$ cat src/common/two_wire_map.vh
// Register map, field positions, status codes and timing of the two-wire master receiver.
`ifndef TWO_WIRE_MAP_VH
`define TWO_WIRE_MAP_VH

// ****************************************
// Register byte offsets
// ****************************************
`define OFF_CONTROL 5'h00
`define OFF_STATUS 5'h04
`define OFF_DATA 5'h08
`define OFF_RATE 5'h0c
`define OFF_MODE 5'h10

// ****************************************
// Control field positions
// ****************************************
`define CTL_FLAG 7
`define CTL_ACK 6
`define CTL_START 5
`define CTL_STOP 4
`define CTL_WC 3
`define CTL_EN 2
`define CTL_IE 0

// ****************************************
// Reset values
// ****************************************
`define DATA_RST 8'hff
`define STATUS_RST 8'hf8

// ****************************************
// Status codes
// ****************************************
`define ST_START 8'h08
`define ST_RSTART 8'h10
`define ST_AW_ACK 8'h18
`define ST_AW_NACK 8'h20
`define ST_DT_ACK 8'h28
`define ST_DT_NACK 8'h30
`define ST_ARB_LOST 8'h38
`define ST_AR_ACK 8'h40
`define ST_AR_NACK 8'h48
`define ST_DR_ACK 8'h50
`define ST_DR_NACK 8'h58
`define ST_NONE 8'hf8

// ****************************************
// Bus responses
// ****************************************
`define RESP_OKAY 2'b00
`define RESP_SLVERR 2'b10

// ****************************************
// Timing
// ****************************************
`define CLK_PERIOD_NS 4
`define BIT_PERIOD_NS 10000
`define QUARTER_CYCLES ((`BIT_PERIOD_NS / 4) / `CLK_PERIOD_NS)

`endif

$ cat src/two_wire_master_receiver.v
// Two-wire master receiver with an AXI4-Lite register slave.
// What this block does
// - START waits until the bus is free.
// - After START, set flag, status 0x08.
// - Address direction bit picks transmit or receive.
// - After address acknowledge: flag, status 0x38/0x40/0x48.
// - Received byte readable in data when flag sets.
// - Repeated START reports 0x10, keeps bus ownership.
// - In 0x10, address direction selects mode again.
// - Lost arbitration: release bus or restart when free.
// - In 0x40, receive byte, acknowledge per enable.
// - In 0x48, repeated START, STOP, or both.
// - Stop request clears itself after STOP sent.
// - In 0x50, next byte acknowledged per enable.
// - In 0x58, repeated START, STOP, or both.
// - Data write with flag low sets collision.
`timescale 1ns/1ns
`default_nettype none
`include "two_wire_map.vh"

module two_wire_master_receiver (
  // Clock and reset
  input wire i_clk,
  input wire i_rst,
  // AXI4-Lite write address
  input wire i_awvalid,
  output reg o_awready,
  input wire [4:0] i_awaddr,
  input wire [2:0] i_awprot,
  // AXI4-Lite write data
  input wire i_wvalid,
  output reg o_wready,
  input wire [31:0] i_wdata,
  input wire [3:0] i_wstrb,
  // AXI4-Lite write response
  output reg o_bvalid,
  input wire i_bready,
  output reg [1:0] o_bresp,
  // AXI4-Lite read address
  input wire i_arvalid,
  output reg o_arready,
  input wire [4:0] i_araddr,
  input wire [2:0] i_arprot,
  // AXI4-Lite read data
  output reg o_rvalid,
  input wire i_rready,
  output reg [31:0] o_rdata,
  output reg [1:0] o_rresp,
  // Two-wire bus, output enables low while pulling low
  input wire i_scl,
  output reg o_scl,
  output reg o_scl_oe_n,
  input wire i_sda,
  output reg o_sda,
  output reg o_sda_oe_n
);

  localparam [2:0] S_IDLE = 3'd0;
  localparam [2:0] S_WAIT_FREE = 3'd1;
  localparam [2:0] S_START = 3'd2;
  localparam [2:0] S_BIT = 3'd3;
  localparam [2:0] S_STOP = 3'd4;
  localparam [1:0] K_ADDR = 2'd0;
  localparam [1:0] K_TX = 2'd1;
  localparam [1:0] K_RX = 2'd2;
  localparam [31:0] QUARTER_INT = `QUARTER_CYCLES;
  localparam [15:0] RATE_RST = QUARTER_INT[15:0];

  // ****************************************
  // Address decode
  // ****************************************
  function hit;
    input [4:0] addr;
    input [4:0] off;
    begin
      hit = (addr[4:2] == off[4:2]);
    end
  endfunction

  reg [4:0] awaddr_q;
  reg [31:0] wdata_q;
  reg [3:0] wstrb_q;
  reg flag_q;
  reg ack_en_q;
  reg start_q;
  reg stop_q;
  reg wc_q;
  reg en_q;
  reg ie_q;
  reg [7:0] status_q;
  reg [7:0] data_q;
  reg [15:0] rate_q;
  reg [15:0] qcnt_q;
  reg [2:0] state_q;
  reg [1:0] ph_q;
  reg [3:0] bit_q;
  reg [8:0] tx_q;
  reg [8:0] rx_q;
  reg [1:0] kind_q;
  reg owns_q;
  reg mrx_q;
  reg scl_drv_q;
  reg sda_drv_q;

  wire scl_s;
  wire sda_s;
  wire busy;

  line_monitor u_line_monitor (
    .i_clk(i_clk),
    .i_rst(i_rst),
    .i_scl(i_scl),
    .i_sda(i_sda),
    .o_scl_s(scl_s),
    .o_sda_s(sda_s),
    .o_busy(busy)
  );

  // ****************************************
  // Write strobes and quarter-bit timing
  // ****************************************
  wire wr_go = !o_awready && !o_wready && !o_bvalid;
  wire wr_hit = hit(awaddr_q, `OFF_CONTROL) || hit(awaddr_q, `OFF_STATUS) ||
                hit(awaddr_q, `OFF_DATA) || hit(awaddr_q, `OFF_RATE) ||
                hit(awaddr_q, `OFF_MODE);
  wire ctl_wr = wr_go && wstrb_q[0] && hit(awaddr_q, `OFF_CONTROL);
  wire data_wr = wr_go && wstrb_q[0] && hit(awaddr_q, `OFF_DATA);
  wire go = ctl_wr && wdata_q[`CTL_FLAG] && wdata_q[`CTL_EN] && en_q;
  wire stall = (state_q == S_START || state_q == S_BIT || state_q == S_STOP) &&
               ph_q == 2'd2 && !scl_s;
  wire step = (qcnt_q == 16'h0000) && !stall;
  wire arb = tx_q[8] && !sda_s && ((kind_q != K_RX) ? (bit_q != 4'd8) : (bit_q == 4'd8));
  wire nack_in = rx_q[0];

  // ****************************************
  // Read data multiplexer
  // ****************************************
  reg [31:0] rd_val;
  always @* begin
    rd_val = 32'h0000_0000;
    if (hit(i_araddr, `OFF_CONTROL)) begin
      rd_val[`CTL_FLAG] = flag_q;
      rd_val[`CTL_ACK] = ack_en_q;
      rd_val[`CTL_START] = start_q;
      rd_val[`CTL_STOP] = stop_q;
      rd_val[`CTL_WC] = wc_q;
      rd_val[`CTL_EN] = en_q;
      rd_val[`CTL_IE] = ie_q;
    end else if (hit(i_araddr, `OFF_STATUS)) begin
      rd_val[7:0] = {status_q[7:3], 3'b000};
    end else if (hit(i_araddr, `OFF_DATA)) begin
      rd_val[7:0] = data_q;
    end else if (hit(i_araddr, `OFF_RATE)) begin
      rd_val[15:0] = rate_q;
    end else if (hit(i_araddr, `OFF_MODE)) begin
      rd_val[2:0] = {owns_q, mrx_q, busy};
    end
  end

  wire rd_hit = hit(i_araddr, `OFF_CONTROL) || hit(i_araddr, `OFF_STATUS) ||
                hit(i_araddr, `OFF_DATA) || hit(i_araddr, `OFF_RATE) ||
                hit(i_araddr, `OFF_MODE);

  // ****************************************
  // Bus slave, registers and bus engine
  // ****************************************
  always @(posedge i_clk) begin
    if (i_rst) begin
      o_awready <= 1'b1;
      o_wready <= 1'b1;
      o_bvalid <= 1'b0;
      o_bresp <= `RESP_OKAY;
      o_arready <= 1'b1;
      o_rvalid <= 1'b0;
      o_rdata <= 32'h0000_0000;
      o_rresp <= `RESP_OKAY;
      o_scl <= 1'b0;
      o_sda <= 1'b0;
      o_scl_oe_n <= 1'b1;
      o_sda_oe_n <= 1'b1;
      awaddr_q <= 5'h00;
      wdata_q <= 32'h0000_0000;
      wstrb_q <= 4'h0;
      flag_q <= 1'b0;
      ack_en_q <= 1'b0;
      start_q <= 1'b0;
      stop_q <= 1'b0;
      wc_q <= 1'b0;
      en_q <= 1'b0;
      ie_q <= 1'b0;
      status_q <= `STATUS_RST;
      data_q <= `DATA_RST;
      rate_q <= RATE_RST;
      qcnt_q <= 16'h0000;
      state_q <= S_IDLE;
      ph_q <= 2'd0;
      bit_q <= 4'h0;
      tx_q <= 9'h1ff;
      rx_q <= 9'h1ff;
      kind_q <= K_ADDR;
      owns_q <= 1'b0;
      mrx_q <= 1'b0;
      scl_drv_q <= 1'b0;
      sda_drv_q <= 1'b0;
    end else begin
      // Write channels are taken in either order, answered once both are held.
      if (i_awvalid && o_awready) begin
        awaddr_q <= i_awaddr;
        o_awready <= 1'b0;
      end
      if (i_wvalid && o_wready) begin
        wdata_q <= i_wdata;
        wstrb_q <= i_wstrb;
        o_wready <= 1'b0;
      end
      if (wr_go) begin
        o_bvalid <= 1'b1;
        o_bresp <= wr_hit ? `RESP_OKAY : `RESP_SLVERR;
      end
      if (o_bvalid && i_bready) begin
        o_bvalid <= 1'b0;
        o_awready <= 1'b1;
        o_wready <= 1'b1;
      end
      // Read channel answers one cycle after the address is taken.
      if (i_arvalid && o_arready) begin
        o_arready <= 1'b0;
        o_rvalid <= 1'b1;
        o_rdata <= rd_val;
        o_rresp <= rd_hit ? `RESP_OKAY : `RESP_SLVERR;
      end
      if (o_rvalid && i_rready) begin
        o_rvalid <= 1'b0;
        o_arready <= 1'b1;
      end
      // Software register writes.
      if (ctl_wr) begin
        if (wdata_q[`CTL_FLAG]) begin
          flag_q <= 1'b0;
        end
        ack_en_q <= wdata_q[`CTL_ACK];
        start_q <= wdata_q[`CTL_START];
        stop_q <= wdata_q[`CTL_STOP];
        en_q <= wdata_q[`CTL_EN];
        ie_q <= wdata_q[`CTL_IE];
      end
      if (data_wr) begin
        if (flag_q) begin
          data_q <= wdata_q[7:0];
          wc_q <= 1'b0;
        end else begin
          wc_q <= 1'b1;
        end
      end
      if (wr_go && hit(awaddr_q, `OFF_RATE)) begin
        if (wstrb_q[0]) begin
          rate_q[7:0] <= wdata_q[7:0];
        end
        if (wstrb_q[1]) begin
          rate_q[15:8] <= wdata_q[15:8];
        end
      end
      // Quarter-bit divider, held while a slave stretches the clock.
      if (qcnt_q == 16'h0000) begin
        if (!stall) begin
          qcnt_q <= (rate_q == 16'h0000) ? 16'h0000 : rate_q - 16'h0001;
        end
      end else begin
        qcnt_q <= qcnt_q - 16'h0001;
      end
      o_scl_oe_n <= ~scl_drv_q;
      o_sda_oe_n <= ~sda_drv_q;
      // Bus engine.
      case (state_q)
        S_IDLE: begin
          // The clock stays pulled low here while the flag is set, except after lost arbitration (0x38), which releases both lines.
          if (go) begin
            ph_q <= 2'd0;
            if (wdata_q[`CTL_STOP] && owns_q) begin
              state_q <= S_STOP;
            end else if (wdata_q[`CTL_START]) begin
              stop_q <= 1'b0;
              state_q <= owns_q ? S_START : S_WAIT_FREE;
            end else if (wdata_q[`CTL_STOP]) begin
              stop_q <= 1'b0;
            end else if (status_q == `ST_START || status_q == `ST_RSTART ||
                         status_q == `ST_AW_ACK || status_q == `ST_AW_NACK ||
                         status_q == `ST_DT_ACK || status_q == `ST_DT_NACK) begin
              tx_q <= {data_q, 1'b1};
              kind_q <= (status_q == `ST_START || status_q == `ST_RSTART) ? K_ADDR : K_TX;
              bit_q <= 4'h0;
              state_q <= S_BIT;
            end else if (status_q == `ST_AR_ACK || status_q == `ST_DR_ACK) begin
              tx_q <= {8'hff, ~wdata_q[`CTL_ACK]};
              kind_q <= K_RX;
              bit_q <= 4'h0;
              state_q <= S_BIT;
            end else if (status_q == `ST_ARB_LOST) begin
              owns_q <= 1'b0;
              mrx_q <= 1'b0;
              scl_drv_q <= 1'b0;
              sda_drv_q <= 1'b0;
              status_q <= `ST_NONE;
            end
          end
        end
        S_WAIT_FREE: begin
          if (!busy) begin
            state_q <= S_START;
            ph_q <= 2'd0;
          end
        end
        S_START: begin
          if (step) begin
            ph_q <= ph_q + 2'd1;
            case (ph_q)
              2'd0: sda_drv_q <= 1'b0;
              2'd1: scl_drv_q <= 1'b0;
              2'd2: sda_drv_q <= 1'b1;
              default: begin
                scl_drv_q <= 1'b1;
                flag_q <= 1'b1;
                status_q <= owns_q ? `ST_RSTART : `ST_START;
                owns_q <= 1'b1;
                state_q <= S_IDLE;
              end
            endcase
          end
        end
        S_BIT: begin
          if (step) begin
            ph_q <= ph_q + 2'd1;
            case (ph_q)
              2'd0: sda_drv_q <= ~tx_q[8];
              2'd1: scl_drv_q <= 1'b0;
              2'd2: begin
                rx_q <= {rx_q[7:0], sda_s};
                if (arb) begin
                  sda_drv_q <= 1'b0;
                  scl_drv_q <= 1'b0;
                  owns_q <= 1'b0;
                  mrx_q <= 1'b0;
                  flag_q <= 1'b1;
                  status_q <= `ST_ARB_LOST;
                  state_q <= S_IDLE;
                end
              end
              default: begin
                scl_drv_q <= 1'b1;
                tx_q <= {tx_q[7:0], 1'b1};
                bit_q <= bit_q + 4'h1;
                if (bit_q == 4'd8) begin
                  sda_drv_q <= 1'b0;
                  flag_q <= 1'b1;
                  state_q <= S_IDLE;
                  if (kind_q == K_ADDR) begin
                    mrx_q <= data_q[0];
                    if (data_q[0]) begin
                      status_q <= nack_in ? `ST_AR_NACK : `ST_AR_ACK;
                    end else begin
                      status_q <= nack_in ? `ST_AW_NACK : `ST_AW_ACK;
                    end
                  end else if (kind_q == K_TX) begin
                    status_q <= nack_in ? `ST_DT_NACK : `ST_DT_ACK;
                  end else begin
                    data_q <= rx_q[8:1];
                    status_q <= tx_q[8] ? `ST_DR_NACK : `ST_DR_ACK;
                  end
                end
              end
            endcase
          end
        end
        S_STOP: begin
          if (step) begin
            ph_q <= ph_q + 2'd1;
            case (ph_q)
              2'd0: sda_drv_q <= 1'b1;
              2'd1: scl_drv_q <= 1'b0;
              2'd2: sda_drv_q <= 1'b0;
              default: begin
                stop_q <= 1'b0;
                owns_q <= 1'b0;
                mrx_q <= 1'b0;
                status_q <= `ST_NONE;
                state_q <= start_q ? S_WAIT_FREE : S_IDLE;
              end
            endcase
          end
        end
        default: state_q <= S_IDLE;
      endcase
      // Disabling the interface drops the bus at once.
      if (!en_q) begin
        state_q <= S_IDLE;
        scl_drv_q <= 1'b0;
        sda_drv_q <= 1'b0;
        owns_q <= 1'b0;
        mrx_q <= 1'b0;
      end
    end
  end

endmodule // two_wire_master_receiver

`default_nettype wire

$ cat src/line_monitor.v
// Two-wire line synchroniser and bus busy detector.
`timescale 1ns/1ns
`default_nettype none

module line_monitor (
  // Clock and reset
  input wire i_clk,
  input wire i_rst,
  // Raw lines
  input wire i_scl,
  input wire i_sda,
  // Synchronised lines and bus state
  output reg o_scl_s,
  output reg o_sda_s,
  output reg o_busy
);

  reg scl_m_q;
  reg sda_m_q;
  reg sda_p_q;

  // ****************************************
  // Two-stage synchronisers and START or STOP detection
  // ****************************************
  always @(posedge i_clk) begin
    if (i_rst) begin
      scl_m_q <= 1'b1;
      sda_m_q <= 1'b1;
      o_scl_s <= 1'b1;
      o_sda_s <= 1'b1;
      sda_p_q <= 1'b1;
      o_busy <= 1'b0;
    end else begin
      scl_m_q <= i_scl;
      sda_m_q <= i_sda;
      o_scl_s <= scl_m_q;
      o_sda_s <= sda_m_q;
      sda_p_q <= o_sda_s;
      if (o_scl_s && sda_p_q && !o_sda_s) begin
        o_busy <= 1'b1;
      end else if (o_scl_s && !sda_p_q && o_sda_s) begin
        o_busy <= 1'b0;
      end
    end
  end

endmodule // line_monitor

`default_nettype wire

$ cat config.mk
export PLATFORM = sky130hd
export DESIGN_NAME = two_wire_master_receiver
export DESIGN_NICKNAME = d
export VERILOG_FILES = /design/src/two_wire_master_receiver.v /design/src/line_monitor.v
export VERILOG_INCLUDE_DIRS = /design/src /design/src/common
export SDC_FILE = /design/constraint.sdc
export NUM_CORES = 1
export LEC_CHECK = 0
export BUFFER_PORTS_ARGS = -buffer_cell sky130_fd_sc_hd__buf_2
export CAP_MARGIN = 20
export CORE_UTILIZATION = 57
export CTS_CLUSTER_SIZE = 28
export DETAILED_ROUTE_END_ITERATION = 8
export MAX_ROUTING_LAYER = met4
export PLACE_DENSITY = 0.8
export REMOVE_ABC_BUFFERS = 1
export SYNTH_ARGS = -nofsm -noshare
export SYNTH_HDL_FRONTEND = slang
export SYNTH_SLANG_ARGS = --single-unit
$ cat constraint.sdc
create_clock -name i_clk -period 3.1 [get_ports i_clk]
set_input_delay 0.62 -clock i_clk [delete_from_list [all_inputs] [get_ports i_clk]]
set_output_delay 0.62 -clock i_clk [all_outputs]
set_load 0.1 [all_outputs]
# Yosys cells after proc, flatten, opt, wreduce, memory -nomap -nowiden
# Cells that the tools add are included.
# op_classes
bitwise	8
n_mux	147
n_eq_ne	59
addsub	4
n_reduce_logical	79
# op_table
cell	count
8-bit two-way mux	28
9-bit two-way mux	8
16-bit two-way mux	3
3-bit two-way mux	16
1-bit two-way mux	47
15-bit AND reduction	3
2-bit inequality test (second input constant)	21
4-bit two-way mux	10
8-bit by 6-bit equality test with 1-bit output (second input constant)	4
16-bit zero test	2
8-bit case mux with 4 select lines	1
16-bit AND reduction	2
16-bit by 1-bit subtractor with 16-bit output (second input constant)	2
1-bit logical AND	24
3-bit by 2-bit equality test with 1-bit output (second input constant)	6
9-bit case mux with 2 select lines	1
8-bit by 5-bit equality test with 1-bit output (second input constant)	2
8-bit by 7-bit equality test with 1-bit output (second input constant)	2
1-bit logical OR	16
2-bit two-way mux	8
8-bit case mux with 2 select lines	1
3-bit case mux with 5 select lines	1
7-bit two-way mux	2
1-bit case mux with 2 select lines	7
37 further kinds	80
# totals
regBits	144
output_inout_bits	45
inputBits	61
word_cells	338

# Longest topological paths before layout
# Gate-level depths: netlist of the first run.
# depth
depth_word	12
mapped_depth	10
mapped_depth_nobuf	8

# By module
# From an unflattened synthesis of the first run, not the netlist that was laid out.
# hier_totals
cells_unflattened	849
area_unflattened_um2	6985.4
# modules_own_cells
module	seq_area_each_um2	instances	cells_per_inst	area_per_inst_um2
two_wire_master_receiver	2622.5	1	833	6810.3
line_monitor	120.1	1	16	175.2

# Worst setup path before layout of the first run
# No wires, ideal clock.
# synth_timing
kind	reg-to-reg
from	reg o_bvalid
to	reg status_q[6]
setup_ps	125
path_slack_ps	316
t_arrival_ps	2659
t_required_ps	2975
synth_period_minus_slack_ps	2784
stages_incl_launch_ff	6
n_path_buf	0
path_cell_list	dfxtp_1 > or3_1 > or4_1 > a221oi_1 > nand3_1 > o41a_1
# synth_between
elab_chain_len	9
# synth_rtl
element	line_no	rtl
start: declaration	two_wire_master_receiver.v:36	output reg o_bvalid,
start signal: assignment	two_wire_master_receiver.v:171	o_bvalid <= 1'b0;
start signal: assignment	two_wire_master_receiver.v:217	o_bvalid <= 1'b1;
start signal: assignment	two_wire_master_receiver.v:221	o_bvalid <= 1'b0;
1-bit zero test	two_wire_master_receiver.v:122	wire wr_go = !o_awready && !o_wready && !o_bvalid;
1-bit logical AND	two_wire_master_receiver.v:122	
1-bit logical AND (2 in a row)	two_wire_master_receiver.v:126	wire ctl_wr = wr_go && wstrb_q[0] && hit(awaddr_q, `OFF_CONTROL);
1-bit logical AND (3 in a row)	two_wire_master_receiver.v:128	wire go = ctl_wr && wdata_q[`CTL_FLAG] && wdata_q[`CTL_EN] && en_q;
2-bit inequality test (no line)	n/a	
16-bit AND reduction (no line)	n/a	
end signal: assignment	two_wire_master_receiver.v:191	status_q <= `STATUS_RST;
end signal: assignment	two_wire_master_receiver.v:303	status_q <= `ST_NONE;
end signal: assignment	two_wire_master_receiver.v:323	status_q <= owns_q ? `ST_RSTART : `ST_START;
end: declaration	two_wire_master_receiver.v:90	reg [7:0] status_q;
# Every way passes these cells.
# A chain may end at the register's enable or synchronous reset.

# Final worst setup path of the first run
# layout_timing
from	reg qcnt_q[0]
to	reg data_q[0]
# layout_between
elab_chain_len	4
# layout_rtl
element	line_no	rtl
start: declaration	two_wire_master_receiver.v:93	reg [15:0] qcnt_q;
start signal: assignment	two_wire_master_receiver.v:266	qcnt_q <= (rate_q == 16'h0000) ? 16'h0000 : rate_q - 16'h0001;
start signal: assignment	two_wire_master_receiver.v:269	qcnt_q <= qcnt_q - 16'h0001;
16-bit zero test	two_wire_master_receiver.v:131	wire step = (qcnt_q == 16'h0000) && !stall;
1-bit logical AND	two_wire_master_receiver.v:131	
8-bit two-way mux	two_wire_master_receiver.v:331	if (step) begin
8-bit two-way mux	two_wire_master_receiver.v:274	case (state_q)
end signal: assignment	two_wire_master_receiver.v:192	data_q <= `DATA_RST;
end signal: assignment	two_wire_master_receiver.v:249	data_q <= wdata_q[7:0];
end signal: assignment	two_wire_master_receiver.v:366	data_q <= rx_q[8:1];
end: declaration	two_wire_master_receiver.v:91	reg [7:0] data_q;
# Every way passes these cells.

==> results.yml, run 1 <==
yosys:
  ys_async_sr_fraction_pct: 0
  syn_area_per_cell_um2: 8.12
  synthTopCellsByArea: "dfxtp_1 (39%), nor2_1 (6.0%), nand2_1 (5.6%)"
  synth.yosys.warnings: 0
  ys_seq_elements: 137
  synth_top_cell_by_area: "dfxtp_1"
  edff_count_synth: 0
  post-synth-top-area-fraction_pct: 39.2
  synthDistinctLibCells: 72
  synth.yosys.seq_area_share_pct: 39.2
  syn_inst: 861
  synth.cell_area_um2: 6990
  synth-main-ff-cell: "dfxtp_1"
routing:
  detailedRoute.firstPassIterationCount: 5
  antenna_violating_nets_post_route: 0
  detailroute.via_count: 6153
  route.detailed.wl_per_inst_um: 15.7
  via_per_inst: 5.80
  postRouteWirelength_um: 16700
  drc_violation_count_after_routing: 0
  first_iter_violations: 545
cells_and_area:
  area_delta_synth_final_pct: 12.3
  final_common_cell: "dfxtp_1"
  antenna-diode-count: 0
  fraction_of_final_layout_cells_sized_beyond_drive_strength_1_pct: 14.1
  stdcell_area_um2: 7850
  multi_input_comb_area_um2: 3870
  layout_common_cells: "dfxtp_1 (137), nor2_1 (111), nand2_1 (104), a21oi_1 (66), buf_2 (56)"
  num-nets-final: 973
  final.fill_count: 1017
  regArea_um2: 2740
timing:
  rsz0062_at_grt: "false"
  finalCritPeriodShare_pct: 93.6
  transition_at_the_pin_with_the_smallest_max_transition_slack_ns: 0.729
  slew_viol_final: 0
  setup_viol_count_final: 0
  hold_violations: 0
  fin_worst_skew_ns: 0.00841
  slew-limit-headroom_pct: 51.4
  timing.final.crit_period_ns: 2.90
  setup-tns-final_ns: 0
  achievable-frequency_mhz: 345
global_route:
  groute.usage.overall_pct: 27.6
  grt_antenna_before_repair: 0
  via_count_of_the_first_global_routing_pass: 5387
  grt_start_max_net_pins: 74
  grt_overflow: 0
  grt_pass1_wl_um: 26900
worst_setup_path:
  setup_slack_on_the_worst_flop_to_flop_path_ns: 0.20
  setup.worst_path.class: "register to register"
  cp_startpoint_kind: "register"
  endpoint_kind: "register"
  worstPathArrival_ns: 3.22
  ff2ff_path_depth: 9
  critPathMaxStageDelay_ns: 0.62
  critical_path.cell_chain: "inv_1, ha_1, or4b_2, or4_4, nor3_2, and4_1, buf_12, mux2i_1, nand2b_1"
  cp.required_ns: 3.42
  path_max_fanout: 8
  worstReg2RegEnd: "data_q[0]"
  crit_slowest_cell: "or4b_2"
  worstReg2RegStart: "qcnt_q[0]"
power:
  vdd_ir_drop_max_v: 0.000525
  static-leakage-power_nw: 3.09
  power_density_nw_per_um2: 642
cts:
  tritoncts: "built"
  cts.clk_slew.worst_paths_ns: 0.06
  numCtsBuffers: 17
  clk_root_buffer_cell: "clkbuf_16"
  clkLatencyLatePin_ns: 0.43
  post_cts.repair.setup_buffers: 0
  clkSinkCount: 137
  htreeDepth: 4
  clockBufferDepth: 2
  cts-resized-gates: 0
  cts_hold_buffers: 0
die:
  placeableCoreArea_um2: 12000
  num_io_pins: 106
  dieHeight_um: 113
  fp.dieArea_um2: 12700
  rows: 40
  start_util_pct: 58.4
  die_w_um: 113
placement:
  placement.cell_area_um2: 7300
  detailedPlacementHpwl_um: 11700
  place.gp.congestion: 0.994
  io_buffer_count: 57
min_path:
  hold_end: "u_line_monitor.sda_m_q"
  worst_hold_startpoint: "i_sda"
  hold_depth: 2
  worstHoldPathType: "input port to register"
flow_run:
  max_cap_violations: 0
status:
  status: "completed"
-- sequential cells by signal (all words and copies together) (netlist names), 2 cells and up --
register,count
wdata_q,16
rx_q,9
tx_q,9
awaddr_q,3
bit_q,4
kind_q,2
state_q,3
o_rdata,16
wstrb_q,2
rate_q,16
status_q,5
data_q,8
qcnt_q,16
ph_q,2
-- area by class of cell --
cell class	count	share of cell area [%]
multi-input cells	650	49.3
well taps	147	2.34
clock inverters	14	1.43
inverters	23	1.10
clock buffers	18	5.59
flip-flops and latches	137	34.9
repair buffers	72	5.26
-- per-layer routing --
metal | routed length (um) | track usage [%] | vias to the layer above
li1 | - | - | 3076
met1 | 7790 | 37.4 | 2834
met2 | 7480 | 40.7 | 214
met3 | 1060 | 4.82 | 29
met4 | 360 | 11.2 | 0
met5 | 0 | - | -
-- Yosys cell counts (all sizes together), types with 12 or more instances --
cell type    n
nand2b      23
nand3b      16
nand3       14
a211o       14
buf         26
xor2        12
inv         23
dfxtp      137
o21ai       26
xnor2       14
clkbuf      44
nor3        39
nor2       112
nand2      105
mux2i       35
a21oi       66
-- worst max-delay path by stage --
stage / depth (start not counted) / slack [ns] / startpoint / endpoint
3_5_place_dp: 9 / 0.24 / qcnt_q[0] / data_q[0]
3_3_place_gp: 9 / 0.27 / qcnt_q[0] / data_q[2]
6_report: 9 / 0.20 / qcnt_q[0] / data_q[0]
2_1_floorplan: 8 / 0.31 / qcnt_q[0] / data_q[0]
5_1_grt: 9 / 0.06 / qcnt_q[0] / data_q[1]
4_1_cts: 9 / 0.21 / qcnt_q[0] / data_q[0]
-- stage by stage --
| stage | hold slack [ns] | power (mW) | std cells | utilization (%) | setup WS, ns |
|---|---|---|---|---|---|
| finish | 0.370 | 5.04 | 1061 | 65.6 | 0.198 |
| global route | 0.373 | 5.26 | 1061 | 65.6 | 0.0606 |
| CTS | 0.364 | 5.05 | 1061 | 65.6 | 0.209 |
| detailed placement | 0.378 | 3.18 | 1029 | 61.0 | 0.240 |
| global placement | 0.380 | 3.15 | 1029 | 61.0 | 0.269 |
| floorplan | 0.366 | 2.88 | 810 | - | 0.314 |
-- where the power goes --
group          internal, mW  total, mW  switching [mW]
sequential             1.89       2.00           0.116
combinational         0.399       1.16           0.764
clock                  1.06       1.88           0.818
-- kinds of logic after synthesis --
group	synth area share, %
AND/OR/NAND/NOR	26.9
buffers and inverters	6.37
adder cells (fa/ha/maj)	1.97
other	0.0536
AO/OA/AOI/OAI	15.8
flip-flops	39.2
XOR/XNOR	3.26
multiplexers	6.46
-- critical path: cells and delay by family, from the launching register on --
kind | cells | cell delay (ns)
DFF | 1 | 0.35
buffers and inverters | 2 | 0.27
adders and majority gates | 1 | 0.16
muxes | 1 | 0.20
and+or+nand+nor | 5 | 1.82
Note: power is estimated with default switching activity, not from simulation.
==> inputs of run 2 (changes only) <==
--- a/config.mk
+++ b/config.mk
@@ -12,7 +12,7 @@
 export CTS_CLUSTER_SIZE = 28
 export DETAILED_ROUTE_END_ITERATION = 8
 export MAX_ROUTING_LAYER = met4
-export PLACE_DENSITY = 0.8
+export PLACE_DENSITY = 0.77
 export REMOVE_ABC_BUFFERS = 1
 export SYNTH_ARGS = -nofsm -noshare
 export SYNTH_HDL_FRONTEND = slang
==> results.yml, run 2 (synthesis results as in run 1) <==
status:
  status: "completed"
timing:
  hold_violations: 0
  rsz0062_at_grt: "false"
  slew_viol_final: 0
  fin_worst_skew_ns: 0.00972
  transition_at_the_pin_with_the_smallest_max_transition_slack_ns: 0.759
  setup_viol_count_final: 0
  setup-tns-final_ns: 0
  finalCritPeriodShare_pct: 94.3
  achievable-frequency_mhz: 342
  slew-limit-headroom_pct: 48.9
  timing.final.crit_period_ns: 2.92
cells_and_area:
  antenna-diode-count: 0
  area_delta_synth_final_pct: 13.1
  layout_common_cells: "dfxtp_1 (137), nor2_1 (111), nand2_1 (104), a21oi_1 (66), buf_2 (56)"
  fraction_of_final_layout_cells_sized_beyond_drive_strength_1_pct: 13.7
  final.fill_count: 1001
  final_common_cell: "dfxtp_1"
  finalCoreUtilization_pct: 66.1
  num-nets-final: 970
power:
  static-leakage-power_nw: 3.11
  vdd_ir_drop_max_v: 0.000374
  power_density_nw_per_um2: 660
worst_setup_path:
  endpoint_kind: "register"
  path_max_fanout: 14
  cp.required_ns: 3.42
  worstPathArrival_ns: 3.24
  setup_slack_on_the_worst_flop_to_flop_path_ns: 0.18
  cp_startpoint_kind: "register"
  setup.worst_path.class: "register to register"
routing:
  first_iter_violations: 536
  via_per_inst: 5.92
  drc_violation_count_after_routing: 0
  detailroute.via_count: 6260
  route.detailed.wl_per_inst_um: 15.8
  antenna_violating_nets_post_route: 0
  postRouteWirelength_um: 16700
  detailedRoute.firstPassIterationCount: 5
placement:
  place.gp.congestion: 0.906
  detailedPlacementHpwl_um: 11700
  io_buffer_count: 57
global_route:
  grt_overflow: 0
  grt_pass1_wl_um: 27600
  via_count_of_the_first_global_routing_pass: 5653
  grt_start_max_net_pins: 101
  groute.usage.overall_pct: 28.3
  grt_antenna_before_repair: 0
die:
  start_util_pct: 58.4
  fp.dieArea_um2: 12700
  num_io_pins: 106
  rows: 40
  placeableCoreArea_um2: 12000
  dieHeight_um: 113
  die_w_um: 113
flow_run:
  max_cap_violations: 0
cts:
  clkSinkCount: 137
  post_cts.repair.setup_buffers: 0
  numCtsBuffers: 17
  tritoncts: "built"
  clkLatencyLatePin_ns: 0.43
  htreeDepth: 4
  clk_root_buffer_cell: "clkbuf_16"
  cts.clk_slew.worst_paths_ns: 0.06
  clockBufferDepth: 2
min_path:
  worstHoldPathType: "input port to register"
-- run 2: where the power goes --
part	internal (mW)	switching (mW)
Combinational	0.383	0.744
Clock	1.29	0.802
Sequential	1.89	0.115
Total	3.56	1.66
-- run 2: layer usage --
| layer | GRT usage [%] | part of all wire, % | up-vias |
|---|---|---|---|
| met3 | 6.43 | 6.0 | 45 |
| met2 | 43.7 | 45 | 239 |
| met5 | - | 0 | - |
| li1 | - | - | 3060 |
| met4 | 11.2 | 2.5 | 0 |
| met1 | 36.1 | 46 | 2916 |
-- run 2: cell type report --
cell class / count / area, um^2 / share of cell area (%)
Multi-Input combinational cell: 650 / 3880 / 49.1
Tap cell: 147 / 184 / 2.33
Timing Repair Buffer: 69 / 403 / 5.09
Clock buffer: 19 / 443 / 5.60
Sequential cell: 137 / 2740 / 34.7
Clock inverter: 13 / 169 / 2.14
Inverter: 23 / 86.3 / 1.09
-- run 2: stage by stage --
step	cells	hold slack (ns)	cell area (um^2)	setup slack, ns	total power, mW
floorplan	810	0.366	6700	0.314	2.88
global placement	1026	0.376	7290	0.256	3.11
detailed placement	1026	0.378	7290	0.194	3.13
CTS	1058	0.358	7900	0.150	5.22
global route	1058	0.371	7910	0.0120	5.45
finish	1058	0.369	7910	0.178	5.22
-- run 2: path summary, 6_finish.rpt --
kind,startpoint,endpoint,cells after the start
worst max-delay path,qcnt_q[0],data_q[1],9
worst min-delay path,i_sda,u_line_monitor.sda_m_q,2
worst max register to register,qcnt_q[0],data_q[1],9
worst min register to register,sda_drv_q,o_sda_oe_n,1
-- run 2: critical path: stages (launching register included) --
cell and delay [ns]:
dfxtp_1 0.35, inv_1 0.11, ha_1 0.17, or4b_2 0.62, or4_4 0.58, nor3_4 0.27, and4_1 0.28, buf_12 0.15
mux2i_1 0.19, nand2b_1 0.07
-- run 2: what timing repair did --
action / CTS / global route
endpoints found under the setup margin: 0 / 8
hold buffers: 0 / 0
resized for setup: 0 / 1
==> inputs of run 3 (changes only) <==
--- a/config.mk
+++ b/config.mk
@@ -8,6 +8,7 @@
 export LEC_CHECK = 0
 export BUFFER_PORTS_ARGS = -buffer_cell sky130_fd_sc_hd__buf_2
 export CAP_MARGIN = 20
+export CORE_MARGIN = 4
 export CORE_UTILIZATION = 57
 export CTS_CLUSTER_SIZE = 28
 export DETAILED_ROUTE_END_ITERATION = 8
==> results.yml, run 3 (synthesis results as in run 1) <==
status:
  status: "completed"
cts:
  cts.clk_slew.worst_paths_ns: 0.06
  tritoncts: "built"
  clkLatencyLatePin_ns: 0.42
  numCtsBuffers: 17
  htreeDepth: 4
  clockBufferDepth: 2
  cts_hold_buffers: 0
  clkSinkCount: 137
  clk_root_buffer_cell: "clkbuf_16"
placement:
  detailedPlacementHpwl_um: 11900
  io_buffer_count: 57
  place.gp.congestion: 0.922
  placement.cell_area_um2: 7290
global_route:
  grt_start_max_net_pins: 66
  via_count_of_the_first_global_routing_pass: 5679
  grt_pass1_wl_um: 28300
  groute.usage.overall_pct: 25.1
  grt_overflow: 0
  grt_antenna_before_repair: 0
timing:
  fin_worst_skew_ns: 0.00801
  finalCritPeriodShare_pct: 93.6
  slew_viol_final: 0
  hold_violations: 0
  transition_at_the_pin_with_the_smallest_max_transition_slack_ns: 0.726
  rsz0062_at_grt: "false"
  slew-limit-headroom_pct: 51.2
  setup_viol_count_final: 0
  achievable-frequency_mhz: 344
  setup-tns-final_ns: 0
  timing.final.crit_period_ns: 2.90
  hold_ws_ns: 0.382
routing:
  antenna_violating_nets_post_route: 0
  postRouteWirelength_um: 16800
  detailedRoute.firstPassIterationCount: 5
  drc_violation_count_after_routing: 0
  route.detailed.wl_per_inst_um: 15.8
  via_per_inst: 5.83
  first_iter_violations: 494
  detailroute.via_count: 6178
cells_and_area:
  num-nets-final: 972
  final_common_cell: "dfxtp_1"
  antenna-diode-count: 0
  finalCoreUtilization_pct: 65.8
  area_delta_synth_final_pct: 13.1
  fraction_of_final_layout_cells_sized_beyond_drive_strength_1_pct: 13.8
  final.fill_count: 1049
  layout_common_cells: "dfxtp_1 (137), nor2_1 (111), nand2_1 (104), a21oi_1 (66), buf_2 (56)"
  stdcell_area_um2: 7900
worst_setup_path:
  path_max_fanout: 14
  cp.required_ns: 3.39
  worstPathArrival_ns: 3.20
  cp_startpoint_kind: "register"
  endpoint_kind: "register"
  setup.worst_path.class: "register to register"
min_path:
  worstHoldPathType: "input port to register"
die:
  start_util_pct: 58.2
  die_w_um: 119
  num_io_pins: 106
  dieHeight_um: 119
  fp.dieArea_um2: 14100
  rows: 40
  placeableCoreArea_um2: 12000
power:
  vdd_ir_drop_max_v: 0.000396
  power_density_nw_per_um2: 657
  power.total_mw: 5.19
  static-leakage-power_nw: 3.12
flow_run:
  max_cap_violations: 0
## run 3: cell count changes in the layout (fill, tap and decap cells not counted), sizes merged
| cell | before | now |
|---|---|---|
| clkbuf | 19 | 21 |
| clkinvlp | 4 | 3 |
| buf | 69 | 71 |
| inv | 25 | 24 |
## run 3: timing repair
item	CTS	global route
setup endpoints to repair	0	7
gates resized for setup	0	1
setup buffers	0	0
## run 3: critical path, stage by stage (launching register included)
cell,delay [ns]
dfxtp_1,0.34
inv_1,0.11
ha_1,0.16
or4b_2,0.62
or4_4,0.58
o21ai_1,0.30
nand3_1,0.24
o41a_1,0.42
## run 3: area by class of cell
type / count / area [um^2] / area share [%]
Tap cell: 147 / 184 / 2.33
Timing Repair Buffer: 71 / 405 / 5.13
Multi-Input combinational cell: 650 / 3880 / 49.1
Sequential cell: 137 / 2740 / 34.7
Clock inverter: 11 / 145 / 1.84
Clock buffer: 21 / 460 / 5.83
Inverter: 23 / 86.3 / 1.09
## run 3: path summary, 6_finish.rpt
check | slack (ns) | cells after the start | endpoint | from
max | 0.20 | 7 | status_q[6] | qcnt_q[0]
min | 0.38 | 2 | u_line_monitor.sda_m_q | i_sda
max reg2reg | 0.20 | 7 | status_q[6] | qcnt_q[0]
min reg2reg | 0.39 | 1 | o_sda_oe_n | sda_drv_q
## run 3: stage by stage
step	instances	setup WS (ns)
after floorplan	810	0.314
after global placement	1028	0.238
after detailed placement	1028	0.187
after CTS	1060	0.170
after global routing	1060	0.0217
final	1060	0.197
## run 3: metal layers
metal | up-vias | global-route usage (%) | wire (um)
li1 | 3061 | - | -
met1 | 2869 | 33.9 | 7780
met2 | 218 | 37.5 | 7580
met3 | 30 | 5.41 | 1110
met4 | 0 | 8.18 | 279
met5 | - | - | 0
## run 3: where the power goes
group          internal, mW  leakage [nW]  switching (mW)
Sequential             1.89          1.12           0.114
Combinational         0.390          1.71           0.745
Clock                  1.31         0.289           0.750
